[src/shared/lut_ctrl_pkg.sv]
// Shared constants and types for the transfer-function control and notepad bank
package lut_ctrl_pkg;
    // Register offsets within the device map
    localparam logic [7:0] CHAN0_BASELINE_VALUE_HIGH_CTRL_OFS = 8'h68;
    localparam logic [7:0] CHAN0_BASELINE_VALUE_LOW_OFS       = 8'h69;
    localparam logic [7:0] CHAN1_BASELINE_VALUE_HIGH_CTRL_OFS = 8'h6A;
    localparam logic [7:0] CHAN1_BASELINE_VALUE_LOW_OFS       = 8'h6B;
    localparam logic [7:0] SCRATCH_FIRST_OFS        = 8'h6C;
    localparam logic [7:0] SCRATCH_LAST_OFS         = 8'h7F;
    // Bank geometry
    localparam int unsigned SCRATCH_COUNT = 20;
    localparam int unsigned BANK_COUNT    = 24;
    localparam int unsigned BASELINE_W    = 12;
    // Field positions in the upper control registers
    localparam int unsigned RESERVED_WR_BIT  = 7;
    localparam int unsigned RESERVED_RD_BIT  = 6;
    localparam int unsigned BYPASS_BIT       = 5;
    localparam int unsigned INCR_SIGN_BIT    = 4;
    localparam int unsigned BASELINE_VALUE_NIBBLE_MSB  = 3;
    // Reset values; control and notepad values held until the nonvolatile image has been loaded, read data until the first host read
    localparam logic [7:0] CTRL_RESET    = 8'h00;
    localparam logic [7:0] LOW_RESET     = 8'h00;
    localparam logic [7:0] SCRATCH_RESET = 8'h00;
    localparam logic [7:0] RDATA_RESET   = 8'h00;
    // Answer for an offset outside this bank
    localparam logic [7:0] UNMAPPED_DATA = 8'h00;

    // Per-channel control state
    typedef struct packed {
        logic       bypass;        // Send baseline straight to the output
        logic       incrementSign; // 1: table increments negative
        logic [3:0] baseHigh;      // Baseline bits 11:8
        logic [7:0] baseLow;       // Baseline bits 7:0
    } chan_ctrl_type;

    // One byte travelling to or from the nonvolatile engine
    typedef struct packed {
        logic [7:0] addr;
        logic [7:0] data;
    } nv_byte_type;
endpackage

[src/rtl/chan_output_select.sv]
// Output source selection for one channel: baseline or arithmetic result
`timescale 1ns/1ps
module chan_output_select #(
    parameter int unsigned WIDTH = 12
) (
    input  wire logic             sys_clk,
    input  wire logic             reset_n,
    input  wire logic             bypass,
    input  wire logic [WIDTH-1:0] baselineValue,
    input  wire logic [WIDTH-1:0] aluResult,
    output logic      [WIDTH-1:0] outputValue
);
    logic [WIDTH-1:0] out_d;   // Next output value
    logic [WIDTH-1:0] out_q;   // Registered output value

    // Bypass picks the stored baseline, else the arithmetic unit
    always_comb begin
        if (bypass) begin
            out_d = baselineValue;
        end else begin
            out_d = aluResult;
        end
    end

    // Register so the top drives its output from a flop
    always_ff @(posedge sys_clk or negedge reset_n) begin
        if (!reset_n) begin
            out_q <= '0;
        end else begin
            out_q <= out_d;
        end
    end

    assign outputValue = out_q;
endmodule

[src/rtl/lut_control_notepad_regs.sv]
// Transfer-function control registers and notepad bank of the dual output device
//
// Contract
// RQ1: Channel 0 bypass set drives baseline out.
// RQ2: Channel 1 bypass set drives baseline out.
// RQ3: Channel 0 sign bit makes increments negative.
// RQ4: Channel 1 sign bit makes increments negative.
// RQ5: Channel 0 baseline is nibble plus low byte.
// RQ6: Channel 1 baseline is nibble plus low byte.
// RQ7: Host writes zero to bit seven.
// RQ8: Bit six always reads back zero.
// RQ9: Burn copies control registers to nonvolatile memory.
// RQ10: Power up reloads control and notepad bytes.
// RQ11: Twenty notepad bytes, no effect on operation.
// RQ12: Burn also copies notepad bytes out.
// RQ13: Host unlocks level two by password.
// RQ14: Host starts burn with command byte.
// RQ15: Baseline is the table point at 24C.
// RQ16: Writes ignored without level-two access.
`timescale 1ns/1ps
module lut_control_notepad_regs (
    input  wire logic                      sys_clk,
    input  wire logic                      reset_n,
    // Register port from the serial slave engine
    input  wire logic [7:0]                regAddr,
    input  wire logic                      regWrEn,
    input  wire logic [7:0]                regWrData,
    input  wire logic                      regRdEn,
    output logic      [7:0]                regRdData,
    // Access level from the password logic
    input  wire logic                      accessLevelTwo,
    // Power-up image bytes from the nonvolatile engine
    input  wire logic                      loadValid,
    input  wire lut_ctrl_pkg::nv_byte_type loadByte,
    // Burn request and outgoing bytes
    input  wire logic                      burnStart,
    output logic                           burnValid,
    output lut_ctrl_pkg::nv_byte_type      burnByte,
    output logic                           burnBusy,
    // Datapath side
    input  wire logic [11:0]               aluResult0,
    input  wire logic [11:0]               aluResult1,
    output logic      [11:0]               baselineValue0,
    output logic      [11:0]               baselineValue1,
    output logic                           incrementSign0,
    output logic                           incrementSign1,
    output logic      [11:0]               outputChan0,
    output logic      [11:0]               outputChan1
);
    typedef enum logic [1:0] {
        BURN_IDLE = 2'b01,
        BURN_WALK = 2'b10
    } burn_state_type;

    lut_ctrl_pkg::chan_ctrl_type chan_d [2];                     // Next channel controls
    lut_ctrl_pkg::chan_ctrl_type chan_q [2];                     // Channel controls
    logic [7:0]                  pad_d  [lut_ctrl_pkg::SCRATCH_COUNT]; // Next notepad
    logic [7:0]                  pad_q  [lut_ctrl_pkg::SCRATCH_COUNT]; // Notepad bytes
    logic [7:0]                  rdData_d;                       // Next read answer
    logic [7:0]                  rdData_q;                       // Read answer
    burn_state_type              state_d;                        // Next burn state
    burn_state_type              state_q;                        // Burn state
    logic [4:0]                  burnIdx_d;                      // Next burn index
    logic [4:0]                  burnIdx_q;                      // Byte being burnt
    logic                        burnValid_d;                    // Next burn strobe
    logic                        burnValid_q;                    // Burn strobe
    lut_ctrl_pkg::nv_byte_type   burnByte_d;                     // Next burn byte
    lut_ctrl_pkg::nv_byte_type   burnByte_q;                     // Burn byte
    logic [11:0]                 baseline_value_d [2];                     // Next baselines
    logic [11:0]                 baseline_value_q [2];                     // Baselines to datapath
    logic [1:0]                  sign_d;                         // Next increment signs
    logic [1:0]                  sign_q;                         // Increment signs

    // Read view of any bank byte; shared by host reads and burn walk
    function automatic logic [7:0] bankByte(
        input logic [7:0] addr,
        input lut_ctrl_pkg::chan_ctrl_type c0,
        input lut_ctrl_pkg::chan_ctrl_type c1,
        input logic [7:0] pad [lut_ctrl_pkg::SCRATCH_COUNT]
    );
        logic [7:0] v;
        v = lut_ctrl_pkg::UNMAPPED_DATA;
        case (addr)
            // Bits 7 and 6 always return zero
            lut_ctrl_pkg::CHAN0_BASELINE_VALUE_HIGH_CTRL_OFS: v = {2'b00, c0.bypass, c0.incrementSign,
                                                         c0.baseHigh}; // RQ8
            lut_ctrl_pkg::CHAN0_BASELINE_VALUE_LOW_OFS:       v = c0.baseLow;
            lut_ctrl_pkg::CHAN1_BASELINE_VALUE_HIGH_CTRL_OFS: v = {2'b00, c1.bypass, c1.incrementSign,
                                                         c1.baseHigh}; // RQ8
            lut_ctrl_pkg::CHAN1_BASELINE_VALUE_LOW_OFS:       v = c1.baseLow;
            default: begin
                if (addr >= lut_ctrl_pkg::SCRATCH_FIRST_OFS
                        && addr <= lut_ctrl_pkg::SCRATCH_LAST_OFS) begin
                    v = pad[5'(addr - lut_ctrl_pkg::SCRATCH_FIRST_OFS)];
                end
            end
        endcase
        return v;
    endfunction

    // Register updates: nonvolatile load first, then gated host writes
    always_comb begin
        chan_d = chan_q;
        pad_d  = pad_q;
        if (loadValid) begin
            // Image load bypasses the access gate and fills low bytes too
            case (loadByte.addr)
                lut_ctrl_pkg::CHAN0_BASELINE_VALUE_HIGH_CTRL_OFS: begin
                    chan_d[0].bypass        = loadByte.data[lut_ctrl_pkg::BYPASS_BIT]; // RQ10
                    chan_d[0].incrementSign = loadByte.data[lut_ctrl_pkg::INCR_SIGN_BIT];
                    chan_d[0].baseHigh      = loadByte.data[lut_ctrl_pkg::BASELINE_VALUE_NIBBLE_MSB:0];
                end
                lut_ctrl_pkg::CHAN0_BASELINE_VALUE_LOW_OFS:       chan_d[0].baseLow = loadByte.data; // RQ10
                lut_ctrl_pkg::CHAN1_BASELINE_VALUE_HIGH_CTRL_OFS: begin
                    chan_d[1].bypass        = loadByte.data[lut_ctrl_pkg::BYPASS_BIT]; // RQ10
                    chan_d[1].incrementSign = loadByte.data[lut_ctrl_pkg::INCR_SIGN_BIT];
                    chan_d[1].baseHigh      = loadByte.data[lut_ctrl_pkg::BASELINE_VALUE_NIBBLE_MSB:0];
                end
                lut_ctrl_pkg::CHAN1_BASELINE_VALUE_LOW_OFS:       chan_d[1].baseLow = loadByte.data; // RQ10
                default: begin
                    if (loadByte.addr >= lut_ctrl_pkg::SCRATCH_FIRST_OFS
                            && loadByte.addr <= lut_ctrl_pkg::SCRATCH_LAST_OFS) begin
                        pad_d[5'(loadByte.addr - lut_ctrl_pkg::SCRATCH_FIRST_OFS)]
                            = loadByte.data; // RQ10
                    end
                end
            endcase
        end else if (regWrEn && accessLevelTwo) begin // RQ16
            // Bit 7 is not stored, so a stray one from the host is harmless
            case (regAddr)
                lut_ctrl_pkg::CHAN0_BASELINE_VALUE_HIGH_CTRL_OFS: begin
                    chan_d[0].bypass        = regWrData[lut_ctrl_pkg::BYPASS_BIT];
                    chan_d[0].incrementSign = regWrData[lut_ctrl_pkg::INCR_SIGN_BIT];
                    chan_d[0].baseHigh      = regWrData[lut_ctrl_pkg::BASELINE_VALUE_NIBBLE_MSB:0];
                end
                lut_ctrl_pkg::CHAN1_BASELINE_VALUE_HIGH_CTRL_OFS: begin
                    chan_d[1].bypass        = regWrData[lut_ctrl_pkg::BYPASS_BIT];
                    chan_d[1].incrementSign = regWrData[lut_ctrl_pkg::INCR_SIGN_BIT];
                    chan_d[1].baseHigh      = regWrData[lut_ctrl_pkg::BASELINE_VALUE_NIBBLE_MSB:0];
                end
                default: begin
                    // Notepad is plain storage; only host reads and the burn walk read it
                    if (regAddr >= lut_ctrl_pkg::SCRATCH_FIRST_OFS
                            && regAddr <= lut_ctrl_pkg::SCRATCH_LAST_OFS) begin
                        pad_d[5'(regAddr - lut_ctrl_pkg::SCRATCH_FIRST_OFS)] = regWrData; // RQ11
                    end
                end
            endcase
        end
    end

    // Control and notepad storage
    always_ff @(posedge sys_clk or negedge reset_n) begin
        if (!reset_n) begin
            for (int c = 0; c < 2; c++) begin
                chan_q[c] <= {lut_ctrl_pkg::CTRL_RESET[5:0], lut_ctrl_pkg::LOW_RESET};
            end
            for (int i = 0; i < lut_ctrl_pkg::SCRATCH_COUNT; i++) begin
                pad_q[i] <= lut_ctrl_pkg::SCRATCH_RESET;
            end
        end else begin
            chan_q <= chan_d;
            pad_q  <= pad_d;
        end
    end

    // Datapath views, baseline valid at the 24C table point
    always_comb begin
        for (int c = 0; c < 2; c++) begin
            baseline_value_d[c] = {chan_q[c].baseHigh, chan_q[c].baseLow}; // RQ5 RQ6 RQ15
            sign_d[c] = chan_q[c].incrementSign;                 // RQ3 RQ4
        end
    end

    // Registered baseline and sign outputs
    always_ff @(posedge sys_clk or negedge reset_n) begin
        if (!reset_n) begin
            baseline_value_q[0] <= '0;
            baseline_value_q[1] <= '0;
            sign_q    <= '0;
        end else begin
            baseline_value_q <= baseline_value_d;
            sign_q <= sign_d;
        end
    end

    // Host read answer, one cycle after the read enable
    always_comb begin
        rdData_d = rdData_q;
        if (regRdEn) begin
            rdData_d = bankByte(regAddr, chan_q[0], chan_q[1], pad_q);
        end
    end

    // Read data register
    always_ff @(posedge sys_clk or negedge reset_n) begin
        if (!reset_n) begin
            rdData_q <= lut_ctrl_pkg::RDATA_RESET;
        end else begin
            rdData_q <= rdData_d;
        end
    end

    // Burn walk: one byte per cycle over the whole bank
    always_comb begin
        state_d     = state_q;
        burnIdx_d   = burnIdx_q;
        burnValid_d = 1'b0;
        burnByte_d  = burnByte_q;
        case (state_q)
            BURN_IDLE: begin
                if (burnStart) begin
                    state_d   = BURN_WALK;
                    burnIdx_d = '0;
                end
            end
            BURN_WALK: begin
                // Walk covers control bytes then notepad bytes
                burnValid_d     = 1'b1; // RQ9 RQ12
                burnByte_d.addr = lut_ctrl_pkg::CHAN0_BASELINE_VALUE_HIGH_CTRL_OFS + 8'(burnIdx_q);
                burnByte_d.data = bankByte(burnByte_d.addr, chan_q[0], chan_q[1], pad_q);
                if (burnIdx_q == 5'(lut_ctrl_pkg::BANK_COUNT - 1)) begin
                    state_d = BURN_IDLE;
                end else begin
                    burnIdx_d = burnIdx_q + 5'h01;
                end
            end
            default: begin
                state_d = BURN_IDLE;
            end
        endcase
    end

    // Burn state registers
    always_ff @(posedge sys_clk or negedge reset_n) begin
        if (!reset_n) begin
            state_q     <= BURN_IDLE;
            burnIdx_q   <= '0;
            burnValid_q <= 1'b0;
            burnByte_q  <= '0;
        end else begin
            state_q     <= state_d;
            burnIdx_q   <= burnIdx_d;
            burnValid_q <= burnValid_d;
            burnByte_q  <= burnByte_d;
        end
    end

    // Output source selection, registered inside each instance
    chan_output_select #(.WIDTH(lut_ctrl_pkg::BASELINE_W)) selChan0 (
        .sys_clk       (sys_clk),
        .reset_n       (reset_n),
        .bypass        (chan_q[0].bypass), // RQ1
        .baselineValue (baseline_value_d[0]),
        .aluResult     (aluResult0),
        .outputValue   (outputChan0)
    );

    chan_output_select #(.WIDTH(lut_ctrl_pkg::BASELINE_W)) selChan1 (
        .sys_clk       (sys_clk),
        .reset_n       (reset_n),
        .bypass        (chan_q[1].bypass), // RQ2
        .baselineValue (baseline_value_d[1]),
        .aluResult     (aluResult1),
        .outputValue   (outputChan1)
    );

    assign regRdData      = rdData_q;
    assign burnValid      = burnValid_q;
    assign burnByte       = burnByte_q;
    assign burnBusy       = state_q[1]; // Walk bit of the one-hot state flop
    assign baselineValue0 = baseline_value_q[0];
    assign baselineValue1 = baseline_value_q[1];
    assign incrementSign0 = sign_q[0];
    assign incrementSign1 = sign_q[1];
endmodule

[config.mk]
export PLATFORM = sky130hd
export DESIGN_NAME = lut_control_notepad_regs
export DESIGN_NICKNAME = d
export VERILOG_FILES = /design/src/shared/lut_ctrl_pkg.sv /design/src/rtl/chan_output_select.sv /design/src/rtl/lut_control_notepad_regs.sv
export SDC_FILE = /design/constraint.sdc
export NUM_CORES = 1
export LEC_CHECK = 0
export BUFFER_PORTS_ARGS = -buffer_cell sky130_fd_sc_hd__buf_2
export CORE_ASPECT_RATIO = 0.8
export CORE_MARGIN = 3
export CORE_UTILIZATION = 55
export CTS_BUF_LIST = sky130_fd_sc_hd__clkbuf_4 sky130_fd_sc_hd__clkbuf_8 sky130_fd_sc_hd__clkbuf_16
export DETAILED_ROUTE_END_ITERATION = 16
export GPL_TIMING_DRIVEN = 0
export PLACE_DENSITY_LB_ADDON = 0.1
export SYNTH_ARGS = -nofsm -noshare
export SYNTH_HDL_FRONTEND = slang
export SYNTH_SLANG_ARGS = --single-unit
export TNS_END_PERCENT = 50
[constraint.sdc]
create_clock -name sys_clk -period 2.6 [get_ports sys_clk]
set_input_delay 0.39 -clock sys_clk [delete_from_list [all_inputs] [get_ports sys_clk]]
set_output_delay 0.39 -clock sys_clk [all_outputs]
set_load 0.005 [all_outputs]
==> results.sh, run 1 <==
export IMPL_synth_xor_area_frac=0.00626
export IMPL_antenna_found_initial=1
export IMPL_cp_end_kind="flip-flop"
export IMPL_r2r_cells=11
export IMPL_multiInputGateArea_um2=8410
export IMPL_cts_tree="built"
export IMPL_firstDrtPassIters=5
export IMPL_gp_congestion=1.03
export IMPL_path_class="input port to flip-flop"
export IMPL_htree_levels=1
export IMPL_grt_ovfl_total=0
export IMPL_skew_ns=0.0102
export IMPL_violations="negative setup slack"
export IMPL_hold_class="input port to flip-flop"
export IMPL_grt_pass1_vias=12200
export IMPL_yosys_top_cells_area="dfrtp_1 44%, mux2_2 14%, mux4_2 8.0%"
export IMPL_vias=12700
export IMPL_nets=1501
export IMPL_relSlewSlack=0.184
export IMPL_async_reset_ff_frac=1.00
export IMPL_rsz0062_at_grt="yes"
export IMPL_max_freq_mhz=367
export IMPL_netlist_instances=1235
export IMPL_cts_buffer_depth=3
export IMPL_drc=0
export IMPL_io_buffer_count=136
export IMPL_layout_common_cells="267 x dfrtp_1, 188 x mux2_2, 167 x o22ai_1"
export IMPL_num_rows=54
export IMPL_finalWorstSetupSlack_ns=-0.123
export IMPL_critical_path_startpoint_type="input port"
export IMPL_leakage_nw=8.13
export IMPL_layout_commonest_cell="dfrtp_1"
export IMPL_placedCellCount=1737
export IMPL_cp_max_fo=10
export IMPL_peakVddDrop_uv=600
export IMPL_yosysUniqueCellTypes=54
export IMPL_wire_per_inst_um=31.4
export IMPL_yosysTopAreaCell="dfrtp_1"
export IMPL_drv_cap=0
export IMPL_clkLatencyLatePin_ns=0.55
export IMPL_stdcell_area_um2=18100
export IMPL_clockRootBuffer="clkbuf_16"
export IMPL_outcome="finished, violations left"
export IMPL_fin_cells=1806
export IMPL_hpwl_mm=41.1
export IMPL_die_area_um2=30100
export IMPL_p_per_area_nw_per_um2=614
export IMPL_grt_usage=0.376
export IMPL_reg2reg_to="burnByte[1]"
export IMPL_synth_main_ff_cell="dfrtp_1"
export IMPL_yosysSeqAreaShare=0.437
export IMPL_min_path_cells=2
export IMPL_setup_viol=38
export IMPL_core_area_um2=27400
export IMPL_arrival_ns=3.15
export IMPL_drive_above_1_share=0.428
export IMPL_vias_per_cell=7.03
export IMPL_ff_latch_area_um2=6730
export IMPL_min_to="selChan1.outputValue[2]"
export IMPL_dieHeight_um=156
export IMPL_area_delta_synth_final_pct=17.5
export IMPL_grt_max_degree=123
export IMPL_syn_avg_cell_area_um2=12.5
export IMPL_synth_area_um2=15400
export IMPL_worstPathRequired_ns=3.02
export IMPL_synth_top_family_by_area="multiplexers"
export IMPL_synth_compound_area_frac=0.127
export IMPL_fillers=2123
export IMPL_hold_viol=0
export IMPL_synth_warnings=0
export IMPL_wirelength_mm=56.8
export IMPL_syn_nets=1313
export IMPL_placedInstanceArea_um2=16600
export IMPL_place_ws_ns=-1.39
export IMPL_slew_viol_final=0
export IMPL_cts_sinks=269
export IMPL_cts_buffers=27
export IMPL_synthMuxAreaShare=0.299
export IMPL_ant_nets=0
export IMPL_synth_fa_ha_area_frac=0.0122
export IMPL_period_share=1.05
export IMPL_path_clk_slew_ns=0.07
export IMPL_tightestPinTransition_ns=1.22
export IMPL_hp_start="aluResult1[2]"
export IMPL_finalPower_mw=11.1
export IMPL_rrSetupSlack_ns=-0.03
export IMPL_start_util=0.561
export IMPL_first_iter_violations=1617
export IMPL_period_needed_ns=2.72
export IMPL_grt_pass1_wl_mm=82.2
export IMPL_synthSimpleGateAreaFrac=0.0850
export IMPL_io_pins=139
export IMPL_yosysTopAreaCellShare=0.436
export IMPL_synth_seq_cells=269
export IMPL_reg2reg_from="burnIdx_q[0]"
export IMPL_die_w_um=193
export IMPL_synth_edf_count=0
-- cell usage after synthesis (6+ instances only) --
| cell | instances |
|---|---|
| ha_1 | 15 |
| a22oi_1 | 34 |
| clkbuf_1 | 61 |
| nand3_2 | 8 |
| o22ai_1 | 167 |
| a211oi_1 | 6 |
| buf_1 | 8 |
| nor3_1 | 10 |
| mux4_2 | 55 |
| nand2_1 | 55 |
| mux2i_1 | 47 |
| nand2b_1 | 12 |
| mux2_2 | 190 |
| a21boi_0 | 7 |
| nor2_1 | 13 |
| mux2_1 | 7 |
| a21oi_1 | 9 |
| nor2_4 | 11 |
| o221ai_1 | 9 |
| inv_1 | 12 |
| dfrtp_1 | 268 |
| nand3_4 | 7 |
| nand3_1 | 26 |
| o21ai_0 | 17 |
| mux2_4 | 45 |
| buf_2 | 22 |
| o31ai_1 | 7 |
| and2_1 | 6 |
| nand4_1 | 9 |
| xnor2_1 | 6 |
| a221o_1 | 7 |
| nor2b_1 | 11 |
| buf_4 | 9 |
| and3_1 | 10 |
| nor2_8 | 9 |
| a32oi_1 | 9 |
-- through the flow --
step	setup TNS [ns]	util	hold WS, ns
2_1_floorplan	-1.52	-	0.0944
3_3_place_gp	-1141.54	0.603	0.410
3_5_place_dp	-106.57	0.606	0.290
4_1_cts	-0.00478	0.649	0.0579
5_1_grt	-1.82	0.659	0.0717
6_report	-1.91	0.659	0.0718
-- cells by family after synthesis --
family	count (synthesis)
mux	344
compound gates	290
flops	269
simple gates	195
buf+inv	114
fa+ha+maj	15
xor+xnor	8
-- state kept, by name, indices dropped and copies added, names as in the netlist --
register              cells
burnValid                 1
chan_q                    4
selChan1.outputValue     12
baseline_value_d         24
selChan0.outputValue     12
state_q                   2
burnByte                 15
baselineValue1           12
baselineValue0           12
regRdData                 8
pad_q                   160
burnIdx_q                 5
sign_q                    2
-- final cells by class --
type,count,area share
Buffer,99,0.0316
Inverter,12,0.00311
Sequential cell,269,0.372
Tap cell,364,0.0252
Clock inverter,9,0.00595
Clock buffer,38,0.0433
Antenna cell,1,0.000138
Timing Repair Buffer,162,0.0535
Multi-Input combinational cell,852,0.465
-- power breakdown --
group | switching, mW | internal (mW)
Clock | 1.72 | 2.30
Sequential | 0.155 | 4.42
Combinational | 1.51 | 0.989
-- how the worst max path moves through the flow --
stage / start / to / slack [ns] / depth (start not counted)
floorplan: regAddr[2] / pad_q[88] / -0.05 / 10
global placement: reset_n / pad_q[34] / -3.90 / 1
detailed placement: burnIdx_q[1] / burnByte[1] / -1.39 / 10
global route: regAddr[1] / pad_q[158] / -0.10 / 7
finish: regAddr[1] / pad_q[159] / -0.12 / 7
CTS: burnIdx_q[0] / burnByte[1] / -0.005 / 11
-- repair_timing --
| item | 4_1_cts | 5_1_grt |
|---|---|---|
| endpoints found under the hold margin | 35 | 0 |
| setup endpoints to repair | 101 | 114 |
| cloned | 0 | 0 |
| resized for setup | 72 | 25 |
| hold buffers | 1 | 0 |
| setup buffers | 5 | 18 |
| pin swaps | 4 | 6 |
-- critical path, stage by stage --
cell,delay [ns]
buf_2,0.11
buf_2,0.25
nor2_1,0.91
nand3_2,0.45
mux2_4,0.42
nor2_4,0.23
mux2_2,0.38
-- metal layers --
layer	vias to the layer above	GRT usage	part of all wire	wire, um
li1	5215	-	-	-
met1	6491	0.578	0.43	24100
met2	865	0.515	0.41	23300
met3	128	0.0959	0.12	6910
met4	0	0.132	0.043	2460
met5	-	0	0	0
Power figures use the tool's default switching activity.
==> run 2: changes to the inputs <==
Settings changed: CELL_PAD_IN_SITES_DETAIL_PLACEMENT set to 1, CELL_PAD_IN_SITES_GLOBAL_PLACEMENT set to 1, CORE_UTILIZATION 55 to 45, REMOVE_ABC_BUFFERS set to 1.
==> run 2 against run 1 <==
Compared with the run above: the run ends with max-capacitance violations, max-slew violations, negative setup slack left; critical path depth stayed put; fmax increased by 3.5%; setup slack better by 0.093 ns; clock power increased by 14%; final cell count shrank 0.11%; critical endpoint is now pad_q[96].
==> results.sh, run 2 (synthesized netlist as in run 1, its figures left out) <==
export IMPL_swShare=0.308
export IMPL_crit_start="regAddr[2]"
export IMPL_reg2reg_to="burnByte[3]"
export IMPL_comb_power_share=0.205
export IMPL_drive_above_1_share=0.453
export IMPL_violations="max-capacitance violations, max-slew violations, negative setup slack"
export IMPL_p_per_area_nw_per_um2=638
export IMPL_path_class="input port to flip-flop"
export IMPL_first_iter_violations=1402
export IMPL_wirelength_mm=59.9
export IMPL_hpwl_mm=39.4
export IMPL_cp_endpoint="pad_q[96]"
export IMPL_hold_viol=0
export IMPL_vias=12400
export IMPL_rrSetupSlack_ns=0.05
export IMPL_final_util=0.547
export IMPL_core_area_um2=33100
export IMPL_nets=1431
export IMPL_leakage_nw=8.10
export IMPL_start_util=0.465
export IMPL_grt_usage=0.326
export IMPL_clkLatencyLatePin_ns=0.59
export IMPL_max_stage_delay_ns=0.67
export IMPL_p_int_mw=8.01
export IMPL_cts_buffer_depth=3
export IMPL_io_pins=139
export IMPL_vias_per_cell=6.89
export IMPL_fillers=3318
export IMPL_hold_ws_ns=0.0345
export IMPL_ant_nets=0
export IMPL_setup_viol=30
export IMPL_cp_max_fo=13
export IMPL_period_needed_ns=2.63
export IMPL_critPathMostFrequentCell="mux2_4"
export IMPL_pwr_share_clk=0.397
export IMPL_cp_num_cells=7
export IMPL_cts_tree="built"
export IMPL_grt_max_degree=96
export IMPL_cp_end_kind="flip-flop"
export IMPL_reg2reg_from="burnIdx_q[3]"
export IMPL_place_ws_ns=-1.62
export IMPL_layout_commonest_cell="dfrtp_1"
export IMPL_worstPathRequired_ns=3.07
export IMPL_drc=0
export IMPL_grt_pass1_wl_mm=87.6
export IMPL_drv_cap=1
export IMPL_outcome="finished, violations left"
export IMPL_cts_sinks=269
export IMPL_io_buffer_count=138
export IMPL_hold_class="input port to flip-flop"
export IMPL_slew_viol_final=22
export IMPL_grt_pass1_vias=12700
export IMPL_clockRootBuffer="clkbuf_16"
export IMPL_dieHeight_um=171
export IMPL_tns_ns=-0.354
export IMPL_crit_family="multiplexers"
export IMPL_htree_levels=1
export IMPL_cts_buffers=30
export IMPL_grt_ovfl_total=0
export IMPL_stdcell_area_um2=18100
export IMPL_gp_congestion=0.934
export IMPL_top_register="pad_q"
export IMPL_path_clk_slew_ns=0.07
export IMPL_wire_per_inst_um=33.2
export IMPL_r2r_cells=7
export IMPL_firstDrtPassIters=5
export IMPL_arrival_ns=3.10
export IMPL_largest_reg_flops=160
export IMPL_period_share=1.01
export IMPL_area_delta_synth_final_pct=17.8
export IMPL_layout_common_cells="265 x dfrtp_1, 189 x mux2_2, 167 x o22ai_1"
export IMPL_antenna_cells=0
export IMPL_placedInstanceArea_um2=16300
export IMPL_critical_path_startpoint_type="input port"
export IMPL_tightestPinTransition_ns=1.54
export IMPL_finalWorstSetupSlack_ns=-0.0304
export IMPL_p_seq_frac=0.399
export IMPL_net_switching_power_mw=3.56
export IMPL_relSlewSlack=-0.0293
export IMPL_max_freq_mhz=380
export IMPL_crit_buf_inv=1
export IMPL_peakVddDrop_uv=457
export IMPL_die_area_um2=36500
export IMPL_die_w_um=213
export IMPL_skew_ns=0.0140
export IMPL_num_rows=59
export IMPL_critPathSlowestCell="xor2_4"
export IMPL_path_cells="clkbuf_4 > ha_2 > xor2_4 > nand3_4 > mux2_4 > nor2_8 > mux2_4"
export IMPL_rsz0062_at_grt="yes"
export IMPL_antenna_found_initial=2
[run 2: what timing repair did]
item | 4_1_cts | 5_1_grt
hold buffers | 1 | 0
buffers inserted | 17 | 23
endpoints found under the setup margin | 204 | 157
gates resized for setup | 57 | 22
cloned | 2 | 1
endpoints found under the hold margin | 89 | 0
pin swaps | 2 | 10
[run 2: stage by stage]
step	instances	power [mW]
after floorplan	1133	5.72
after global placement	1698	6.66
after detailed placement	1704	6.71
after CTS	1780	11.5
after global routing	1804	11.9
final	1804	11.6
[run 2: layout make-up]
class	instances	area, um^2	share of cell area
inverters	12	48.8	0.00269
multi-input cells	853	8490	0.468
flip-flops and latches	269	6740	0.372
repair buffers	187	1280	0.0704
well taps	427	534	0.0295
clock buffers	40	868	0.0479
clock inverters	16	180	0.00994
[run 2: power groups by stage]
stage | sequential [mW] | clock, mW | combinational (mW)
2_1_floorplan | 4.80 | 0 | 0.917
3_3_place_gp | 4.92 | 0 | 1.74
3_5_place_dp | 4.76 | 0 | 1.95
4_1_cts | 4.62 | 4.62 | 2.21
5_1_grt | 4.64 | 4.82 | 2.47
6_report | 4.62 | 4.59 | 2.37
[run 2: worst min-delay path by stage]
stage	start	end	slack, ns	cells past startpoint
global placement	chan_q[26]	sign_q[0]	0.42	0
detailed placement	chan_q[12]	sign_q[1]	0.41	0
CTS	aluResult0[10]	selChan0.outputValue[10]	0.02	2
floorplan	reset_n	baselineValue0[0]	0.09	0
global route	aluResult1[1]	selChan1.outputValue[1]	0.03	2
finish	aluResult1[6]	selChan1.outputValue[6]	0.03	2
[run 2: metal layers]
metal | global-route usage | wire (um) | vias up
met1 | 0.489 | 26500 | 6592
met3 | 0.0538 | 5350 | 119
li1 | - | - | 5076
met5 | 0 | 14 | -
met4 | 0.0983 | 1880 | 2
met2 | 0.485 | 26200 | 633
[run 2: worst reg2reg max path, stage by stage (launching register included)]
cell,delay [ns]
dfrtp_1,0.42
inv_2,0.11
ha_1,0.40
xnor2_4,0.46
nor3b_4,0.15
a22oi_2,0.41
a21boi_1,0.20
a221o_1,0.28
